$ cat config.mk
export PLATFORM = sky130hd
export DESIGN_NAME = fps_store_ctl
export DESIGN_NICKNAME = d
export VERILOG_FILES = /design/src/fps_pkg.sv /design/src/fps_op_if.sv /design/src/fps_key_lock.sv /design/src/fps_store_ctl.sv
export SDC_FILE = /design/constraint.sdc
export NUM_CORES = 1
export LEC_CHECK = 0
export ABC_AREA = 1
export BUFFER_PORTS_ARGS = -buffer_cell sky130_fd_sc_hd__buf_2
export CORE_UTILIZATION = 30
export CTS_CLUSTER_SIZE = 12
export DETAILED_ROUTE_END_ITERATION = 8
export GPL_ROUTABILITY_DRIVEN = 0
export HOLD_SLACK_MARGIN = 0.05
export MAX_ROUTING_LAYER = met4
export SLEW_MARGIN = 20
export SYNTH_ARGS = -nofsm -noshare
export SYNTH_HDL_FRONTEND = slang
export SYNTH_SLANG_ARGS = --single-unit
$ cat constraint.sdc
create_clock -name REF_CLK -period 1.4 [get_ports REF_CLK]
set_input_delay 0.07 -clock REF_CLK [delete_from_list [all_inputs] [get_ports REF_CLK]]
set_output_delay 0.07 -clock REF_CLK [all_outputs]
set_load 0.05 [all_outputs]
$ cat src/fps_pkg.sv
package fps_pkg;
  // ****************************************
  // special-function addresses and fields
  // ****************************************
  localparam logic [7:0] PSC_ADDR = 8'h8F;
  localparam logic [7:0] KEY_ADDR = 8'hB7;
  localparam logic [7:0] PSC_RESET = 8'h00;
  localparam int WE_BIT = 0;
  localparam int EE_BIT = 1;
  localparam logic [7:0] KEY_FIRST = 8'hA5;
  localparam logic [7:0] KEY_SECOND = 8'hF1;
  localparam logic [7:0] ERASED_BYTE = 8'hFF;
  localparam int PAGE_BYTES = 512;
  localparam int ADDR_W = 16;
  // key read codes
  localparam logic [1:0] KST_LOCKED = 2'h0;
  localparam logic [1:0] KST_FIRST = 2'h1;
  localparam logic [1:0] KST_OPEN = 2'h2;
  localparam logic [1:0] KST_DEAD = 2'h3;
  typedef enum {KEY_IDLE, KEY_HALF, KEY_ARMED, KEY_LOCKED} fps_key_type;
endpackage : fps_pkg

$ cat src/fps_op_if.sv
`timescale 1ns/1ns
// ****************************************
// flash operation request between modules
// ****************************************
interface fps_op_if;
  logic key_wr;
  logic [7:0] key_data;
  logic op_try;
  logic armed;
  logic [1:0] key_state;
  modport ctl (output key_wr, key_data, op_try, input armed, key_state);
  modport key (input key_wr, key_data, op_try, output armed, key_state);
endinterface : fps_op_if

$ cat src/fps_key_lock.sv
`timescale 1ns/1ns
// ****************************************
// key sequence and lock state
// ****************************************
module fps_key_lock (
  input wire logic clk,
  input wire logic arst_n,
  fps_op_if.key op
);
  import fps_pkg::*;
  fps_key_type st_r;
  fps_key_type st_nxt;
  always_comb begin
    st_nxt = st_r;
    unique case (st_r)
      KEY_IDLE: begin
        if (op.op_try) st_nxt = KEY_LOCKED;
        else if (op.key_wr) begin
          st_nxt = (op.key_data == KEY_FIRST) ? KEY_HALF : KEY_LOCKED;
        end
      end
      KEY_HALF: begin
        if (op.op_try) st_nxt = KEY_LOCKED;
        else if (op.key_wr) begin
          st_nxt = (op.key_data == KEY_SECOND) ? KEY_ARMED : KEY_LOCKED;
        end
      end
      KEY_ARMED: begin
        if (op.op_try) st_nxt = KEY_IDLE;
        else if (op.key_wr) st_nxt = KEY_LOCKED;
      end
      KEY_LOCKED: st_nxt = KEY_LOCKED;
    endcase
  end
  always_ff @(posedge clk or negedge arst_n) begin
    if (!arst_n) st_r <= KEY_IDLE;
    else st_r <= st_nxt;
  end
  assign op.armed = (st_r == KEY_ARMED);
  assign op.key_state = (st_r == KEY_HALF) ? KST_FIRST :
                        (st_r == KEY_ARMED) ? KST_OPEN :
                        (st_r == KEY_LOCKED) ? KST_DEAD : KST_LOCKED;
endmodule : fps_key_lock

$ cat src/fps_store_ctl.sv
`timescale 1ns/1ns
module fps_store_ctl #(
  parameter int PAGE_SIZE = fps_pkg::PAGE_BYTES
) (
  input wire logic REF_CLK,
  input wire logic ARST_N,
  input wire logic POR_EVENT,
  input wire logic MON_ON,
  input wire logic MON_RST_ON,
  input wire logic SFR_WR,
  input wire logic SFR_RD,
  input wire logic [7:0] SFR_ADDR,
  input wire logic [7:0] SFR_WDATA,
  input wire logic XWR,
  input wire logic [fps_pkg::ADDR_W-1:0] XADDR,
  input wire logic [7:0] XWDATA,
  input wire logic IRQ_PENDING,
  output logic [7:0] SFR_RDATA,
  output logic FLASH_WR,
  output logic FLASH_ERASE,
  output logic [fps_pkg::ADDR_W-1:0] FLASH_ADDR,
  output logic [7:0] FLASH_DATA,
  output logic XRAM_WR,
  output logic IRQ_HOLD,
  output logic FLASH_ERR_RST,
  output logic MON_FORCE_ON
);
  import fps_pkg::*;
  localparam int PB = $clog2(PAGE_SIZE);

  // ****************************************
  // parameter check
  // ****************************************
  if (PAGE_SIZE < 2 || (PAGE_SIZE & (PAGE_SIZE - 1)) != 0 ||
      PAGE_SIZE >= (1 << ADDR_W)) begin : g_bad_page
    $error("PAGE_SIZE must be a power of two inside the address space");
  end

  // ****************************************
  // special-function decode
  // ****************************************
  function automatic logic sfr_hit(
    input logic strobe,
    input logic [7:0] addr,
    input logic [7:0] target);
    sfr_hit = strobe && addr == target;
  endfunction : sfr_hit

  wire psc_sel = sfr_hit(SFR_WR, SFR_ADDR, PSC_ADDR);
  wire key_sel = sfr_hit(SFR_WR, SFR_ADDR, KEY_ADDR);
  wire psc_rd = sfr_hit(SFR_RD, SFR_ADDR, PSC_ADDR);
  wire key_rd = sfr_hit(SFR_RD, SFR_ADDR, KEY_ADDR);

  // ****************************************
  // control register
  // ****************************************
  fps_op_if op();
  logic we_r, ee_r;
  wire we_nxt = psc_sel ? SFR_WDATA[WE_BIT] : we_r;
  wire ee_nxt = psc_sel ? SFR_WDATA[EE_BIT] : ee_r;
  always_ff @(posedge REF_CLK or negedge ARST_N) begin
    if (!ARST_N) begin
      we_r <= PSC_RESET[WE_BIT];
      ee_r <= PSC_RESET[EE_BIT];
    end else begin
      we_r <= we_nxt;
      ee_r <= ee_nxt;
    end
  end

  // ****************************************
  // key handling
  // ****************************************
  wire to_flash = XWR && we_r;
  wire supply_ok = MON_ON && MON_RST_ON;
  assign op.key_wr = key_sel;
  assign op.key_data = SFR_WDATA;
  assign op.op_try = to_flash && supply_ok;
  fps_key_lock u_key (
    .clk(REF_CLK),
    .arst_n(ARST_N),
    .op(op)
  );

  // ****************************************
  // flash cycles
  // ****************************************
  function automatic logic [ADDR_W-1:0] page_base(
    input logic [ADDR_W-1:0] a);
    page_base = {a[ADDR_W-1:PB], {PB{1'b0}}};
  endfunction : page_base

  wire do_op = op.op_try && op.armed;
  wire do_erase = do_op && ee_r;
  wire do_write = do_op && !ee_r;
  wire xram_nxt = XWR && !we_r;
  wire err_nxt = to_flash && !supply_ok;
  wire [ADDR_W-1:0] fa_nxt = do_erase ? page_base(XADDR) : XADDR;
  wire [7:0] fd_nxt = do_erase ? ERASED_BYTE : XWDATA;
  wire [ADDR_W-1:0] fa_hold = do_op ? fa_nxt : FLASH_ADDR;
  wire [7:0] fd_hold = do_op ? fd_nxt : FLASH_DATA;
  always_ff @(posedge REF_CLK or negedge ARST_N) begin
    if (!ARST_N) begin
      FLASH_WR <= 1'b0;
      FLASH_ERASE <= 1'b0;
      IRQ_HOLD <= 1'b0;
    end else begin
      FLASH_WR <= do_write;
      FLASH_ERASE <= do_erase;
      IRQ_HOLD <= do_op;
    end
  end
  always_ff @(posedge REF_CLK or negedge ARST_N) begin
    if (!ARST_N) begin
      FLASH_ADDR <= '0;
      FLASH_DATA <= '0;
    end else begin
      FLASH_ADDR <= fa_hold;
      FLASH_DATA <= fd_hold;
    end
  end

  // ****************************************
  // read data
  // ****************************************
  wire [7:0] rd_nxt = psc_rd ? {6'h00, ee_r, we_r} :
    key_rd ? {6'h00, op.key_state} : 8'h00;
  always_ff @(posedge REF_CLK or negedge ARST_N) begin
    if (!ARST_N) SFR_RDATA <= '0;
    else SFR_RDATA <= rd_nxt;
  end

  // ****************************************
  // routing, error reset and monitor force
  // ****************************************
  logic por_seen_r;
  always_ff @(posedge REF_CLK or negedge ARST_N) begin
    if (!ARST_N) begin
      XRAM_WR <= 1'b0;
      FLASH_ERR_RST <= 1'b0;
      por_seen_r <= 1'b0;
      MON_FORCE_ON <= 1'b0;
    end else begin
      XRAM_WR <= xram_nxt;
      FLASH_ERR_RST <= err_nxt;
      por_seen_r <= POR_EVENT;
      MON_FORCE_ON <= por_seen_r;
    end
  end
endmodule : fps_store_ctl

==> results.md <==
* Worst EP required at 1.62 ns
* IO Count at 87
* Leakage at 1.38 nW
* Top-count cell post-synth: nand2_1
* Initial detailed-routing violation count at 30
* CTS root buffer: clkbuf_8
* Max Fclk at approximately 770 MHz
* Primary FF master, synth: dfrtp_1
* Part of the cycle the worst path needs at 92.3%
* Final #Nets at 325
* Post-CTS setup buffer count at 0
* CTS Buf Count at 5
* Synth top area share at 58.8%
* Largest net degree at the start of global routing at 38
* Synth area leaders: dfrtp_1 (59%), nand2_1 (11%), a22o_1 (5.0%), o22a_1 (4.5%), nand3_1 (3.5%)
* Yosys cell types at 20
* Post-route ant nets at 0
* Final total power at between 2 and 2.5 mW
* Number of global-route vias before repair at 1,274
* Initial antenna violation count at 0
* Layout cells sized above 1 at 35.7%
* FF-to-FF path depth at 6
* Crit. End Element: flop
* Min-Delay Startpoint: SFR_RD
* Crit-path max FO at 18
* Hpwl dp at 2430 um
* Sinks on Clock Net at 37
* Synth warn at 0
* CP max stage cell: dfrtp_1
* Number of synthesized flops with an enable pin at 0
* Clk_lat worst skew at 0.28 ns
* DR DRC count at 0
* Die Area at 5540 um^2
* Power density over cell area at 944 nW/um^2
* Via Count at 1,475
* Post-Synthesis Cells at 161
* Core box area at around 4900 um^2
* WHS Path Cells at 3
* Critical-path cell list: nand2_2 > nor2_4 > nand2_2 > buf_12 > nor2_8 > a22o_1
* Max-slew violations at 0
* Setup CP Type: flop to flop
* R2R Path Start: we_r
* Clock slew at reported path FFs at 0.07 ns
* Met2 WL post-DR at around 1700 um
* List of most frequent post-synthesis cells: nand2_1 (45), dfrtp_1 (37), nor2_1 (14)
* RSZ-0062 raised after global routing: no
* Worst reg2reg setup slack at ~0.11 ns
* Total congestion overflow at 0
* Final hold violations at 0
* Min-Delay Endpoint: SFR_RDATA[1]
* Synth Register Bits at 37
* Max layer used: met4
* Die height at 74.4 um
* Layout area overhead at 53.4%
* Cell mode on critical path: nand2_2
* First-pass GRT wire length at 5400 um
* Setup Viol. Count Final at 0
* CTS Buffer Depth at 2
* WL met1 at roughly 1700 um
* Setup_tns at 0 ns
* Antenna fix cells at 0
* Total GRT Usage at 13.6%
* Final wirelength at 3710 um
* Initial core utilization at 32.3%
* Clk_skew at 0.00345 ns
* Critical Path AT at 1.51 ns
* Vias/cell at 4.29
* Slowest stage delay, CP at between 0.4 and 0.5 ns
* Avg Cell Area, Syn at just under 10 um^2
* Drt pass-1 iters at 4
* Fill count at 468
* Mapped Area at between 1500 and 2000 um^2
* Worst hold path type: input port to flop
* Reg-to-reg endpoint: FLASH_ADDR[5]
* DR WL/cell at ~11 um
* Row Count at 25
* Sequential share of the synthesized area at 58.8%
* CTS tree: yes
* Peak supply drop at 0.000356 V
* PortBufs at between 70 and 80
* Die width at 74.4 um
* H-tree Lvls at 2
* Synth async-reset ratio at 100%
* MaxCap Viol Count at 0
* Status: finished, final reports clean
* Synth area leader: dfrtp_1
* Minimum clock period after layout at 1.29 ns
* Startpoint type of the worst setup path: flop
* Met3 Wirelength at 277 um
* Final core occ at between 40% and 50%
## how the worst max path moves through the flow
stage	slack, ns	cells after the start	startpoint	to
after floorplan	0.16	5	u_key.st_r[0]	FLASH_ADDR[7]
after global placement	0.11	6	we_r	FLASH_DATA[7]
after detailed placement	0.1	6	we_r	FLASH_DATA[7]
after CTS	0.08	6	we_r	FLASH_DATA[0]
after global routing	0.04	8	XWR	FLASH_ADDR[5]
final	0.11	6	we_r	FLASH_ADDR[5]
## registers in the layout, summed over array words and instances (netlist names)
signal and cells:
FLASH_ADDR 16, FLASH_ERR_RST 1, FLASH_ERASE 1, XRAM_WR 1
u_key.st_r 2, ee_r 1, por_seen_r 1, MON_FORCE_ON 1
we_r 1, SFR_RDATA 2, FLASH_WR 1, IRQ_HOLD 1
FLASH_DATA 8
## layout by cell type (no fill, tap or decap), drive strengths merged, types with 3 or more instances in the layout
master	netlist	final
nand4	3	3
conb	1	6
dfrtp	37	37
nand3	11	11
o22a	8	8
inv	14	14
a22o	9	9
buf	9	84
nor2	17	17
dlygate4sd3	0	28
clkbuf	0	6
nand2	47	47
## what timing repair did
item,in CTS,in global routing
hold endpoints to repair,64,0
setup endpoints to repair,0,8
hold buffers,28,0
resized for setup,0,1
## layer usage
metal,up-vias,GRT usage (%)
li1,742,-
met1,661,15.0
met2,67,22.8
met3,5,4.47
met4,0,5.03
met5,-,-
## kinds of logic (layout without fill, tap and decap cells)
| group | count (synthesis) | after routing | synth area share [%] |
|---|---|---|---|
| flops | 37 | 37 | 58.8 |
| buf+inv | 23 | 134 | 7.95 |
| compound gates | 20 | 20 | 10.4 |
| other cells | 1 | 6 | 0.238 |
| simple gates | 80 | 80 | 22.6 |
## final cells by class
cell class,instances,area (um^2),area share [%]
inverters,14,52.6,2.18
well taps,67,83.8,3.47
clock inverters,2,10.0,0.415
multi-input cells,106,544,22.5
flip-flops and latches,37,926,38.3
clock buffers,6,72.6,3.01
repair buffers,112,726,30.1
## power by group
group | switching (mW) | total, mW | internal, mW | leakage (nW)
clock network | 0.341 | 0.685 | 0.344 | 0.0450
registers | 0.0307 | 1.14 | 1.11 | 0.508
logic | 0.269 | 0.449 | 0.181 | 0.830
total | 0.640 | 2.28 | 1.64 | 1.38
## stage by stage
stage,hold WS [ns],cells,cell area [um^2],setup WS (ns)
6_report,0.0653,344,2410,0.108
3_5_place_dp,0.141,308,2050,0.0978
4_1_cts,0.0602,344,2410,0.0810
2_1_floorplan,-0.226,166,1590,0.163
5_1_grt,0.0761,344,2410,0.0365
3_3_place_gp,0.144,308,2050,0.111
## worst max-delay path, delay by kind of cell, from the launching register on
kind                   cells  cell delay (ns)
AND/OR/NAND/NOR            4             0.48
buffers and inverters      1             0.17
flip-flops                 1             0.41
AO/OA/AOI/OAI              1             0.17
Power figures use the tool's default switching activity.
